<file path="src/dma_event_map.svh">
`ifndef DMA_EVENT_MAP_SVH
`define DMA_EVENT_MAP_SVH

`define REASON_OFFSET         8'h50
`define ENABLE_OFFSET         8'h54
`define SHORT_ABORT_BIT       15
`define GENERIC_STOP_BIT      12
`define EXTERNAL_END_BIT      11
`define INTERNAL_END_BIT      10
`define DEVICE_IRQ_BIT        9
`define COUNT_DONE_BIT        8
`define DATA_UNREAD_BIT       4
`define BUSY_POLL_BIT         3
`define TASKFILE_READ_BIT     2
`define COMMAND_IRQ_BIT       1
`define REASON_RESET          16'h0000
`define ENABLE_RESET          16'h0000
`define WRITABLE_MASK         16'h1F1E
`define REASON_IMPL_MASK      16'h9F1E

`endif

</file>
<file path="src/dma_event_pkg.sv">
package dma_event_pkg;
    typedef logic [15:0] event_word_t;
    typedef enum logic [1:0] {
        DMA_MODE_OTHER   = 2'h0,
        DMA_MODE_GENERIC = 2'h1,
        DMA_MODE_MASTER  = 2'h3
    } dma_mode_t;
endpackage

</file>
<file path="src/dma_interrupt_reason_enable.sv">
`timescale 1ns/1ps
`default_nettype none
`include "dma_event_map.svh"

// Notes on behaviour
// - sixteen-bit reason register at 50h, bits 15, 12, 11, 10 and 8 refreshed as each dma command finishes.
// - writing one clears a latched reason bit; zero leaves it.
// - bit 15 flags a short out packet abort; read only.
// - bit 12 sets when the generic stop command is written.
// - bit 11 sets on external end of transfer, generic slave mode only.
// - bit 10 sets on internal end of transfer from a short packet.
// - internal end and count done together encode how the transfer ended.
// - bit 9 sets on a pending interrupt at the device irq pin.
// - bit 8 sets when the counter reaches zero, generic or master mode.
// - bit 4 sets while the data port fifo holds unread data.
// - bit 3 sets when busy polling sees busy clear and stops.
// - bit 2 sets when the task file read command completes.
// - bit 1 sets only with count zero and a device irq together.
// - sixteen-bit enable register at 54h mirrors the reason layout.
// - usb bus reset clears every enable bit.
// - enable bit 15 always reads zero.
// - one dma interrupt line feeds the main interrupt register.
module dma_interrupt_reason_enable
    import dma_event_pkg::*;
(
    input  wire logic        sys_clk,
    input  wire logic        rstn,
    input  wire logic        bus_reset,
    input  wire logic [7:0]  reg_addr,
    input  wire logic [15:0] reg_wdata,
    input  wire logic        reg_wr,
    input  wire logic        reg_rd,
    output var  logic [15:0] reg_rdata,
    input  wire dma_mode_t   dma_mode,
    input  wire logic        command_done,
    input  wire logic        short_packet_abort_status,
    input  wire logic        generic_stop_done,
    input  wire logic        external_end_of_transfer,
    input  wire logic        internal_end_of_transfer,
    input  wire logic        transfer_count_done,
    input  wire logic        data_port_unread,
    input  wire logic        busy_poll_done,
    input  wire logic        taskfile_read_done,
    input  wire logic        device_irq_pin,
    output var  logic        dma_irq
);

    // register strobes decoded once from the plain bus
    logic        wr_reason;
    logic        wr_enable;
    logic        rd_reason;
    logic        rd_enable;

    // register state and next values
    event_word_t reason_q;
    event_word_t reason_d;
    event_word_t enable_q;
    event_word_t enable_d;
    event_word_t rdata_d;
    logic        irq_d;

    // event set, software clear and surviving bits
    event_word_t events_d;
    event_word_t clear_d;
    event_word_t kept_d;

    // one set strobe per source
    logic        set_abort;
    logic        set_stop;
    logic        set_ext_end;
    logic        set_int_end;
    logic        set_count;
    logic        set_unread;
    logic        set_busy;
    logic        set_taskfile;
    logic        set_command_irq;
    logic        set_device_irq;

    // mode qualifiers
    logic        mode_slave;
    logic        mode_counts;

    // pin synchroniser and edge detector
    logic        irq_meta_q;
    logic        irq_sync_q;
    logic        irq_prev_q;
    logic        irq_edge;

    // address match shared by the read and write decoders
    function automatic logic hit(
        input logic [7:0] a,
        input logic [7:0] off
    );
        return a == off;
    endfunction

    // external end of transfer only counts in generic slave mode
    function automatic logic is_slave_mode(
        input dma_mode_t md
    );
        return md == DMA_MODE_GENERIC;
    endfunction

    // the transfer counter only runs in generic slave and multiword master modes
    function automatic logic is_counting_mode(
        input dma_mode_t md
    );
        return (md == DMA_MODE_GENERIC) || (md == DMA_MODE_MASTER);
    endfunction

    // new events are or-ed in after the clear, so a set wins over a clear
    function automatic event_word_t merge_events(
        input event_word_t kept,
        input event_word_t set
    );
        return (kept | set) & `REASON_IMPL_MASK;
    endfunction

    // unmapped addresses read as zero
    function automatic event_word_t read_word(
        input logic        sel_reason,
        input logic        sel_enable,
        input event_word_t reason,
        input event_word_t enable
    );
        if (sel_reason) begin
            return reason;
        end
        if (sel_enable) begin
            return enable;
        end
        return 16'h0000;
    endfunction

    always_comb begin
        wr_reason = reg_wr && hit(reg_addr, `REASON_OFFSET);
        wr_enable = reg_wr && hit(reg_addr, `ENABLE_OFFSET);
        rd_reason = reg_rd && hit(reg_addr, `REASON_OFFSET);
        rd_enable = reg_rd && hit(reg_addr, `ENABLE_OFFSET);
    end

    always_comb begin
        mode_slave  = is_slave_mode(dma_mode);
        mode_counts = is_counting_mode(dma_mode);
    end

    // the irq pin is asynchronous; two flops before any logic reads it
    always_ff @(posedge sys_clk or negedge rstn) begin
        if (!rstn) begin
            irq_meta_q <= 1'b0;
        end else begin
            irq_meta_q <= device_irq_pin;
        end
    end

    always_ff @(posedge sys_clk or negedge rstn) begin
        if (!rstn) begin
            irq_sync_q <= 1'b0;
        end else begin
            irq_sync_q <= irq_meta_q;
        end
    end

    // reset level matches the idle pin, so no false edge after reset
    always_ff @(posedge sys_clk or negedge rstn) begin
        if (!rstn) begin
            irq_prev_q <= 1'b0;
        end else begin
            irq_prev_q <= irq_sync_q;
        end
    end

    assign irq_edge = irq_sync_q & ~irq_prev_q;

    // command-driven sources latch only as a dma command completes
    always_comb begin
        set_abort = command_done & short_packet_abort_status;
        set_stop  = command_done & generic_stop_done;
    end

    always_comb begin
        set_ext_end = command_done & external_end_of_transfer & mode_slave;
    end

    // internal end and count done stay independent; the pair encodes the outcome
    always_comb begin
        set_int_end = command_done & internal_end_of_transfer;
    end

    always_comb begin
        set_count = command_done & transfer_count_done & mode_counts;
    end

    // status sources set on every cycle that they stand high; the device irq pin sets only on its rising edge
    always_comb begin
        set_unread = data_port_unread;
    end

    always_comb begin
        set_busy     = busy_poll_done;
        set_taskfile = taskfile_read_done;
    end

    always_comb begin
        set_device_irq = irq_edge;
    end

    // bit 1 needs a finished count and a pending pin at once
    always_comb begin
        set_command_irq = transfer_count_done & irq_sync_q;
    end

    always_comb begin
        events_d                     = 16'h0000;
        events_d[`SHORT_ABORT_BIT]   = set_abort;
        events_d[`GENERIC_STOP_BIT]  = set_stop;
        events_d[`EXTERNAL_END_BIT]  = set_ext_end;
        events_d[`INTERNAL_END_BIT]  = set_int_end;
        events_d[`DEVICE_IRQ_BIT]    = set_device_irq;
        events_d[`COUNT_DONE_BIT]    = set_count;
        events_d[`DATA_UNREAD_BIT]   = set_unread;
        events_d[`BUSY_POLL_BIT]     = set_busy;
        events_d[`TASKFILE_READ_BIT] = set_taskfile;
        events_d[`COMMAND_IRQ_BIT]   = set_command_irq;
    end

    // bit 15 is outside the writable mask, so software cannot clear it
    always_comb begin
        clear_d = 16'h0000;
        if (wr_reason) begin
            clear_d = reg_wdata & `WRITABLE_MASK;
        end
    end

    // bits that survive this cycle's write-one clear
    always_comb begin
        kept_d = reason_q & ~clear_d;
    end

    // usb bus reset empties the reason word as well
    always_comb begin
        reason_d = merge_events(kept_d, events_d);
        if (bus_reset) begin
            reason_d = `REASON_RESET;
        end
    end

    always_ff @(posedge sys_clk or negedge rstn) begin
        if (!rstn) begin
            reason_q <= `REASON_RESET;
        end else begin
            reason_q <= reason_d;
        end
    end

    // bit 15 is never stored, so the abort status cannot interrupt
    always_comb begin
        enable_d = enable_q;
        if (bus_reset) begin
            enable_d = `ENABLE_RESET;
        end else if (wr_enable) begin
            enable_d = reg_wdata & `WRITABLE_MASK;
        end
    end

    always_ff @(posedge sys_clk or negedge rstn) begin
        if (!rstn) begin
            enable_q <= `ENABLE_RESET;
        end else begin
            enable_q <= enable_d;
        end
    end

    // read data stand for one cycle only, zero otherwise
    always_comb begin
        rdata_d = read_word(rd_reason, rd_enable, reason_q, enable_q);
    end

    always_ff @(posedge sys_clk or negedge rstn) begin
        if (!rstn) begin
            reg_rdata <= 16'h0000;
        end else begin
            reg_rdata <= rdata_d;
        end
    end

    // one registered line into the main interrupt register
    always_comb begin
        irq_d = |(reason_q & enable_q);
    end

    always_ff @(posedge sys_clk or negedge rstn) begin
        if (!rstn) begin
            dma_irq <= 1'b0;
        end else begin
            dma_irq <= irq_d;
        end
    end

endmodule // dma_interrupt_reason_enable

`default_nettype wire

</file>
<file path="config.mk">
export PLATFORM = sky130hd
export DESIGN_NAME = dma_interrupt_reason_enable
export DESIGN_NICKNAME = d
export VERILOG_FILES = /design/src/dma_event_pkg.sv /design/src/dma_interrupt_reason_enable.sv
export VERILOG_INCLUDE_DIRS = /design/src
export SDC_FILE = /design/constraint.sdc
export NUM_CORES = 1
export LEC_CHECK = 0
export BUFFER_PORTS_ARGS = -buffer_cell sky130_fd_sc_hd__buf_2
export CAP_MARGIN = 20
export CELL_PAD_IN_SITES_DETAIL_PLACEMENT = 2
export CELL_PAD_IN_SITES_GLOBAL_PLACEMENT = 2
export CORE_MARGIN = 3
export CORE_UTILIZATION = 32
export DETAILED_ROUTE_END_ITERATION = 8
export PLACE_DENSITY_LB_ADDON = 0.12
export SLEW_MARGIN = 20
export SYNTH_ARGS = -nofsm -noshare
export SYNTH_HDL_FRONTEND = slang
export SYNTH_SLANG_ARGS = --single-unit
</file>
<file path="constraint.sdc">
create_clock -name sys_clk -period 1.75 [get_ports sys_clk]
set_input_delay 0.175 -clock sys_clk [delete_from_list [all_inputs] [get_ports sys_clk]]
set_output_delay 0.175 -clock sys_clk [all_outputs]
set_load 0.01 [all_outputs]
</file>
# [Word level (Yosys, flattened, before mapping)]
# Index checks and enable logic that the tools add are counted.
[word_totals] latchBits=0 mem_bits_ro=0 mem_count=0 wordCells=43 regBits=52 input_bits=41 ram_bits=0
[classes] shift=0 bitwise_logic=14 reduce_logical=7 n_mul=0 eq_ne=4 n_addsub=0 div_mod_pow=0 n_mux=11 n_lt_le_gt_ge=0
[op_table] cell="2-to-1 mux 16 bit" n=7
[op_table] cell="bitwise AND 16 bit" n=2
[op_table] cell="equality test 8 x 7 -> 1 bit, second input constant" n=2
[op_table] cell="NOT 16 bit" n=1
[op_table] cell="bitwise OR 16 bit" n=1
[op_table] cell="OR reduction 16 bit" n=1
[op_table] cell="2-to-1 mux 13 bit" n=1
[op_table] cell="bitwise AND 1 bit" n=9
[op_table] cell="logical AND 1 bit" n=4
[op_table] cell="2-to-1 mux 1 bit" n=3
[op_table] cell="equality test 2 x 1 -> 1 bit, second input constant" n=1
[op_table] cell="equality test 2 bit, second input constant" n=1
[op_table] cell="nonzero test 2 bit" n=1
[op_table] cell="logical OR 1 bit" n=1
[op_table] cell="NOT 1 bit" n=1

# [Depth between registers and ports, before layout]
# Gate-level depths: netlist of run 1.
[depth] word_depth=7 ltp_mapped=5 ltp_nobuf=3

# [Worst setup path before layout of run 1]
# No wires, ideal clock.
[synth_timing] path_type="input -> register" start="input reg_addr[1]" end="register enable_q[10]" slack_ns=0.412 cell_stages=5 path_buffers=2 arrival_time_ns=1.209 path_cell_list="or4b_4 buf_6 buf_8 o31ai_1 a21oi_1"
[synth_via] elab_chain_cells=3
[synth_lines] item="from (decl)" line_no="dma_interrupt_reason_enable.sv:29" text="input wire logic [7:0] reg_addr,"
[synth_lines] item="equality test 8 x 7 -> 1 bit" line_no="dma_interrupt_reason_enable.sv:94" text="return a == off;"
[synth_lines] item="logical AND 1 bit" line_no="dma_interrupt_reason_enable.sv:137" text="wr_enable = reg_wr && hit(reg_addr, `ENABLE_OFFSET);"
[synth_lines] item="nonzero test 2 bit (no source line)"
[synth_lines] item="to (signal assigned)" line_no="dma_interrupt_reason_enable.sv:268" text="enable_q <= `ENABLE_RESET;"
[synth_lines] item="to (signal assigned)" line_no="dma_interrupt_reason_enable.sv:270" text="enable_q <= enable_d;"
[synth_lines] item="to (decl)" line_no="dma_interrupt_reason_enable.sv:57" text="event_word_t enable_q;"
# Every way passes these cells.
# A chain may end at the register's enable or synchronous reset.

# [Final worst setup path of run 1]
[layout_timing] start="input reg_addr[1]" end="register reg_rdata[10]"
[layout_via] elab_chain_cells=6 word_cells_on_any_way=10
[layout_lines] item="equality test 8 x 7 -> 1 bit" line_no="dma_interrupt_reason_enable.sv:94"
[layout_lines] item="logical AND 1 bit" line_no="dma_interrupt_reason_enable.sv:139" text="rd_enable = reg_rd && hit(reg_addr, `ENABLE_OFFSET);"
[layout_lines] item="2-to-1 mux 1 bit (2 in series)" line_no="dma_interrupt_reason_enable.sv:129" text="if (sel_enable) begin"
[layout_lines] item="2-to-1 mux 16 bit" line_no="dma_interrupt_reason_enable.sv:132" text="return 16'h0000;"
[layout_lines] item="2-to-1 mux 16 bit (*)" line_no="dma_interrupt_reason_enable.sv:129"
[layout_lines] item="via rdata_d[10]" line_no="dma_interrupt_reason_enable.sv:59" text="event_word_t rdata_d;"
[layout_lines] item="to (signal assigned)" line_no="dma_interrupt_reason_enable.sv:283" text="reg_rdata <= rdata_d;"
[layout_lines] item="to (decl)" line_no="dma_interrupt_reason_enable.sv:33" text="output var logic [15:0] reg_rdata,"
# The timed path passes the listed nets; every way through them passes the cells marked *. The select of a mux whose other input is x is not followed.

==> flow_metrics.tcl, run 1 <==
set metrics [dict create \
    status "finished clean" \
    cts_buffers 5 \
    cap_violations 0 \
    track_usage_pct 17.1 \
    power_mw 1.57 \
    gp_congestion 0.721 \
    antenna_left 0 \
    whs_ps 123 \
    finalCritPeriodShare_pct 76.2 \
    grt-ovfl-total 0 \
    grt_pass1_vias 1431 \
    cp_max_fo 10 \
    critPathKind "input port to flip-flop" \
    critPathArrivalTime_ps 1550 \
    setup_tns_ps 0 \
    dieWidth_um 75.7 \
    clk_latency_ps 280 \
    dr.first_iter.drc_count 84 \
    cts_max_path_buffers 2 \
    grt_max_degree 34 \
    dr_total_vias 1336 \
    worst_pin_slew_ps 774 \
    post_cts_resized 0 \
    fin_skew_ps 9.48 \
    cp.required_ps 1960 \
    synth_edf_count 0 \
    clock.fmax_mhz 750 \
    hold_viol_final 0 \
    cts_sinks 33 \
    p_per_area_mw_per_mm2 824 \
    drc 0 \
    setup-violations-final 0 \
    hp-class "input port to flip-flop" \
    min_period_ps 1330 \
    ys_seq_area_share_pct 53.1 \
    final_cell_mix "buf_2 (44), dfrtp_1 (33), a21oi_1 (16), a22o_1 (10)" \
    drive_above_1_share_pct 33.7 \
    dieArea_sq_mm 0.00573 \
    viasPerCell 5.37 \
    reg2reg_setup_slack_ps 510 \
    synthCells 135 \
    fin_nets 224 \
    startpoint_type "input port" \
    synth_flop_cell "dfrtp_1" \
    rsz0062_at_grt "no" \
    power.leakage_nw 0.908 \
    coreArea_sq_mm 0.00453 \
    num_rows 24 \
    start_util_pct 34.3 \
    ios 58 \
    cts_tree "done" \
    final_common_cell "buf_2" \
    synth_area_sq_mm 0.00156 \
    dp_hpwl_mm 3.13 \
    async_flop_share_pct 100 \
    cts_max_level 2 \
    ys_warn_count 0 \
    clk_pin_slew_ps 70 \
    antenna_cells_inserted 0 \
    relSlewSlack_pct 48.4 \
    root_buffer "clkbuf_8" \
    post_layout_nonfiller_instances 249 \
    wire_per_inst_um 18.0 \
    dp.cells 239 \
    area_growth_pct 22.7 \
    synth-seq-cells 33 \
    synth_cell_type_count 29 \
    vdd_drop_max_mv 0.271 \
    antenna_found_initial 0 \
    wl_mm 4.47 \
    grt_pass1_wl_mm 7.22 \
    report.final.slew_viol_count 0 \
    postSynthAreaPerCell_sq_um 11.5 \
    first_pass_iters 4 \
    chipHeight_um 75.7 \
    cp-end-kind "flip-flop" \
    numPortBuffers 44 \
]
[layer usage]
| layer | vias to the layer above | wire [um] | global-route usage [%] |
|---|---|---|---|
| met2 | 45 | 2360 | 29.9 |
| li1 | 601 | - | - |
| met3 | 4 | 218 | 2.77 |
| met1 | 686 | 1850 | 21.8 |
| met5 | - | 0 | 0 |
| met4 | 0 | 46 | 4.66 |
[sequential cells by signal (all words and copies together) (netlist names)]
register    flops
reason_q       10
reg_rdata      10
irq_prev_q      1
irq_sync_q      1
dma_irq         1
irq_meta_q      1
enable_q        9
[area by class of cell]
class | count | area [sq um]
Clock buffer | 7 | 96.3
Sequential cell | 33 | 826
Inverter | 7 | 26.3
Timing Repair Buffer | 51 | 278
Tap cell | 65 | 81.3
Clock inverter | 1 | 5.00
Multi-Input combinational cell | 85 | 596
Fill cell | 507 | 2630
[synthesized netlist by cell type, types with 2 or more instances]
library cell  instances  area share [%]
nor3_4                2             2.1
a211oi_1              3             1.4
a22o_1               10             5.6
nand4_1               9             3.6
buf_6                 3             2.2
buf_4                 9             4.3
nand2_1               3            0.72
or4b_4                2             1.8
buf_2                 2            0.64
inv_1                 6             1.4
dfrtp_1              33              53
o41ai_1               6             3.4
nand3_1               2            0.64
o31ai_1               9             4.3
a21oi_1              16             5.1
nor3b_1               3             1.4
nor2_1                5             1.2
[kinds of logic after synthesis]
| logic type | after synthesis | share of synthesized area [%] |
|---|---|---|
| DFF | 33 | 53.1 |
| buffers and inverters | 22 | 9.81 |
| other | 1 | 0.241 |
| AOI/OAI and AO/OA | 47 | 21.6 |
| and+or+nand+nor | 32 | 15.2 |
[critical path, cell delays in order]
cell,delay (ps)
buf_2,120
or4b_4,580
nor3_4,440
a22o_1,230
[per-stage QoR]
step                cell area (sq um)  utilization (%)  setup WS [ps]
floorplan                        1570                -            412
global placement                 1790             39.4            193
detailed placement               1790             39.4            152
CTS                              1910             42.1            436
global route                     1910             42.1            357
finish                           1910             42.1            417
[report_power, final]
part,internal [mW],total (mW),leakage (nW),switching [mW]
clock network,0.356,0.636,0.0542,0.281
registers,0.781,0.795,0.445,0.0141
logic,0.0548,0.142,0.409,0.0872
[final timing paths]
| path | from | end | cells after the start |
|---|---|---|---|
| max | reg_addr[1] | reg_rdata[10]$_DFF_PN0_ | 4 |
| min | generic_stop_done | reason_q[12]$_DFF_PN0_ | 3 |
| max reg2reg | reason_q[9]$_DFF_PN0_ | dma_irq$_DFF_PN0_ | 3 |
| min reg2reg | irq_meta_q$_DFF_PN0_ | irq_sync_q$_DFF_PN0_ | 0 |
| max in group asynchronous | rstn | irq_prev_q$_DFF_PN0_ | 2 |
| min in group asynchronous | rstn | enable_q[11]$_DFFE_PN0P_ | 2 |
[what timing repair did]
item                      4_1_cts  5_1_grt
hold endpoints to repair       34        0
setup buffers                   0        0
hold buffers                    2        0
Note: power is estimated with default switching activity, not from simulation.
==> run 2: changes to the inputs <==
- CORE_UTILIZATION: 32 -> 27
- clock period: 1.75 -> 1.1 ns (I/O delays scaled with it)
==> flow_metrics.tcl, run 2 (synthesized netlist as in run 1, its figures left out) <==
set metrics [dict create \
    status "finished, violations left" \
    violations "setup timing" \
    cp-end-kind "flip-flop" \
    seq_area_sq_um 826 \
    hold_depth 3 \
    fin_nets 238 \
    track_usage_pct 16.6 \
    grt_pass1_wl_mm 8.25 \
    first_pass_iters 4 \
    grt-ovfl-total 0 \
    wire_per_inst_um 19.4 \
    antenna_found_initial 0 \
    root_buffer "clkbuf_8" \
    report.final.slew_viol_count 0 \
    grt_max_degree 20 \
    hp-class "input port to flip-flop" \
    numPortBuffers 44 \
    final_common_cell "buf_2" \
    clk_latency_ps 280 \
    cts_tree "done" \
    cp_max_fo 8 \
    finalCritPeriodShare_pct 108 \
    hold_viol_final 0 \
    min_period_ps 1180 \
    num_rows 27 \
    vdd_drop_max_mv 0.320 \
    pre_cts_slack_ps -397 \
    dieWidth_um 81.9 \
    cts_sinks 33 \
    gp_congestion 0.695 \
    cp.required_ps 1250 \
    start_util_pct 28.1 \
    cts_max_path_buffers 2 \
    drive_above_1_share_pct 43.7 \
    viasPerCell 5.19 \
    coreArea_sq_mm 0.00554 \
    worst_slack_ps -84.8 \
    cts_max_level 2 \
    dr_total_vias 1395 \
    fin_skew_ps 3.22 \
    power.leakage_nw 1.01 \
    antenna_cells_inserted 0 \
    dp_hpwl_mm 3.47 \
    cts_buffers 5 \
    whs_ps 68.7 \
    top_regs "reason_q (10), reg_rdata (10), enable_q (9)" \
    dr.first_iter.drc_count 37 \
    setup_tns_ps -96.5 \
    clock.fmax_mhz 844 \
    p_per_area_mw_per_mm2 1140 \
    area_growth_pct 40.6 \
    critPathKind "input port to flip-flop" \
    startpoint_type "input port" \
    grt_pass1_vias 1641 \
    ios 58 \
    chipHeight_um 81.9 \
    clk_pin_slew_ps 60 \
    post_cts_buffers 0 \
    multi_input_area_sq_um 716 \
    setup-violations-final 3 \
    final_cell_mix "buf_2 (41), dfrtp_1 (33), a21oi_1 (15), buf_4 (13), a22o_1 (10)" \
    wl_mm 5.23 \
    cap_violations 0 \
    critPathArrivalTime_ps 1330 \
    nFillCells 627 \
    reg2reg_depth 3 \
    antenna_left 0 \
    dieArea_sq_mm 0.00671 \
    rsz0062_at_grt "yes" \
    drc 0 \
]
==> run 2: where the power goes <==
part           internal [mW]  leakage [nW]  total, mW  switching [mW]
Sequential              1.24         0.445       1.27          0.0239
Clock                  0.496        0.0443      0.914           0.418
Combinational          0.136         0.520      0.316           0.179
Total                   1.87          1.01       2.50           0.621
==> run 2: final cells by class <==
class | instances | area share (%)
flip-flops and latches | 33 | 37.8
multi-input cells | 86 | 32.7
repair buffers | 64 | 20.3
well taps | 72 | 4.12
clock buffers | 7 | 3.95
inverters | 7 | 1.20
==> run 2: repair_timing <==
item	in CTS	in global routing
pin swaps	2	3
endpoints found under the setup margin	13	13
hold buffers	2	0
hold endpoints to repair	15	0
gates resized for setup	8	17
cloned	1	0
==> run 2: worst paths after layout <==
path / startpoint / end / slack (ps)
max in group asynchronous: rstn / reason_q[2]$_DFF_PN0_ / 370
min: short_packet_abort_status / reason_q[15]$_DFF_PN0_ / 70
max: reg_addr[3] / reason_q[11]$_DFF_PN0_ / -80
min reg2reg: irq_meta_q$_DFF_PN0_ / irq_sync_q$_DFF_PN0_ / 370
min in group asynchronous: rstn / reg_rdata[15]$_DFF_PN0_ / 290
max reg2reg: enable_q[9]$_DFFE_PN0P_ / dma_irq$_DFF_PN0_ / 0
==> run 2: routing by layer <==
layer  up-vias  share of wire, %  global-route usage, %
li1        632                 -                      -
met1       704                41                   20.4
met2        46                51                   28.7
met3        13               5.4                   2.63
met4         0               3.3                   7.31
met5         -                 0                      0
==> run 2: per-stage QoR <==
step / power (mW) / instance area, sq um / util (%) / cells
global placement: 1.54 / 1930 / 34.8 / 259
global route: 2.61 / 2190 / 39.5 / 269
finish: 2.50 / 2190 / 39.5 / 269
CTS: 2.51 / 2090 / 37.7 / 269
floorplan: 1.40 / 1570 / - / 140
detailed placement: 1.55 / 1930 / 34.8 / 259
==> run 2: critical path, cell delays in order <==
cell,delay [ps]
buf_8,100
or4b_4,670
o41ai_4,310
a21oi_1,130
==> run 3: changes to the inputs <==
- CAP_MARGIN: 20 -> 0
- SKIP_CTS_REPAIR_TIMING: not set -> 1
- SKIP_LAST_GASP: not set -> 1
==> flow_metrics.tcl, run 3 (synthesized netlist as in run 1, its figures left out) <==
set metrics [dict create \
    status "finished, violations left" \
    violations "setup timing" \
    seqPwrFrac_pct 51.1 \
    p_comb_share_pct 12.1 \
    final_area_sq_mm 0.00217 \
    clk_pin_slew_ps 70 \
    cap_violations 0 \
    worst_slack_ps -17.5 \
    fin_nets 238 \
    cts_buffers 5 \
    antenna_left 0 \
    cts_tree "done" \
    power_mw 2.48 \
    start_util_pct 28.1 \
    hp-class "input port to flip-flop" \
    track_usage_pct 15.8 \
    dieWidth_um 81.9 \
    root_buffer "clkbuf_8" \
    top_regs "reason_q (10), reg_rdata (10), enable_q (9)" \
    wl_mm 4.98 \
    dp_hpwl_mm 3.47 \
    cts_sinks 33 \
    slowest_delay_ps 650 \
    critPathKind "input port to flip-flop" \
    drc 0 \
    grt_pass1_vias 1592 \
    slowest_stage "or4b_4" \
    crit_family "simple AND/OR/NAND/NOR gates" \
    clk_latency_ps 280 \
    wire_per_inst_um 18.5 \
    grt-ovfl-total 0 \
    drive_above_1_share_pct 46.2 \
    vdd_drop_max_mv 0.324 \
    cts_max_path_buffers 2 \
    final_cell_mix "buf_2 (44), dfrtp_1 (33), a21oi_1 (16), buf_4 (15), a22o_1 (10)" \
    ios 58 \
    chipHeight_um 81.9 \
    crit_chain "buf_2 > or4b_4 > o41ai_2 > a21oi_1" \
    p_clk_share_pct 36.7 \
    critPathBufInv 1 \
    startpoint_type "input port" \
    dr.first_iter.drc_count 63 \
    dr_total_vias 1384 \
    hold_viol_final 0 \
    report.final.slew_viol_count 0 \
    cp_max_fo 8 \
    num_rows 27 \
    final_common_cell "buf_2" \
    setup-violations-final 3 \
    first_pass_iters 4 \
    antenna_cells_inserted 0 \
    dpl_cell_area_sq_mm 0.00193 \
    viasPerCell 5.14 \
    cts_max_level 2 \
    rsz0062_at_grt "yes" \
    grt_max_degree 20 \
    finalCritPeriodShare_pct 102 \
    cp.required_ps 1250 \
    critPathArrivalTime_ps 1270 \
    gp_congestion 0.695 \
    grt_pass1_wl_mm 7.90 \
    cp-end-kind "flip-flop" \
    power.leakage_nw 0.999 \
    switching_share_pct 24.7 \
    min_period_ps 1120 \
    coreArea_sq_mm 0.00554 \
    intPower_mw 1.86 \
    area_growth_pct 39.7 \
    antenna_found_initial 0 \
    numPortBuffers 44 \
    power_switching_mw 0.612 \
    dieArea_sq_mm 0.00671 \
    fin_skew_ps 4.06 \
    clock.fmax_mhz 895 \
    p_per_area_mw_per_mm2 1140 \
]
## run 3: cell count changes in the layout (fill, tap and decap cells not counted)
cell / delta
a21oi_1: +1
buf_8: -1
o31ai_2: +6
a21oi_2: -1
buf_4: +2
o41ai_4: -1
buf_2: +3
o41ai_2: +1
o31ai_1: -6
buf_6: -4
## run 3: metal layers
metal / part of all wire [%] / global-route usage [%] / up-vias
met2: 51 / 27.9 / 39
li1: - / - / 629
met1: 42 / 18.4 / 707
met5: 0 / 0 / -
met3: 4.7 / 3.95 / 9
met4: 2.0 / 5.65 / 0
## run 3: power by group through the flow
stage | sequential (mW) | combinational, mW | clock, mW
final | 1.27 | 0.301 | 0.909
after global routing | 1.27 | 0.335 | 0.995
after CTS | 1.26 | 0.269 | 0.954
after detailed placement | 1.28 | 0.267 | 0
after global placement | 1.28 | 0.254 | 0
after floorplan | 1.28 | 0.123 | 0
## run 3: worst paths after layout
kind	from	to	slack [ps]	depth (start not counted)
min in group asynchronous	rstn	reg_rdata[15]$_DFF_PN0_	290	2
setup reg to reg	reason_q[9]$_DFF_PN0_	dma_irq$_DFF_PN0_	-10	3
hold / removal	short_packet_abort_status	reason_q[15]$_DFF_PN0_	70	3
hold reg to reg	irq_meta_q$_DFF_PN0_	irq_sync_q$_DFF_PN0_	360	0
max in group asynchronous	rstn	reg_rdata[1]$_DFF_PN0_	370	3
setup / recovery	reg_addr[3]	reason_q[10]$_DFF_PN0_	-20	4
## run 3: tightest hold or removal path, stage by stage
cell and delay [ps]:
buf_2 70, a21oi_1 50, nor2_1 70
## run 3: layout make-up
cell class | count | area, sq um
inverters | 7 | 26.3
fillers | 631 | 3370
flip-flops and latches | 33 | 826
repair buffers | 64 | 413
clock buffers | 7 | 86.3
multi-input cells | 86 | 731
well taps | 72 | 90.1
## run 3: metrics by stage
stage | utilization [%] | cells | hold slack [ps] | TNS [ps] | setup WS [ps]
2_1_floorplan | - | 140 | -186 | -3300 | -173
6_report | 39.2 | 269 | 67.8 | -40.4 | -17.5
3_5_place_dp | 34.8 | 259 | 69.7 | -8120 | -397
4_1_cts | 36.4 | 266 | -240 | -682 | -128
5_1_grt | 39.2 | 269 | 89.5 | -363 | -83.8
3_3_place_gp | 34.8 | 259 | 57.5 | -6940 | -298
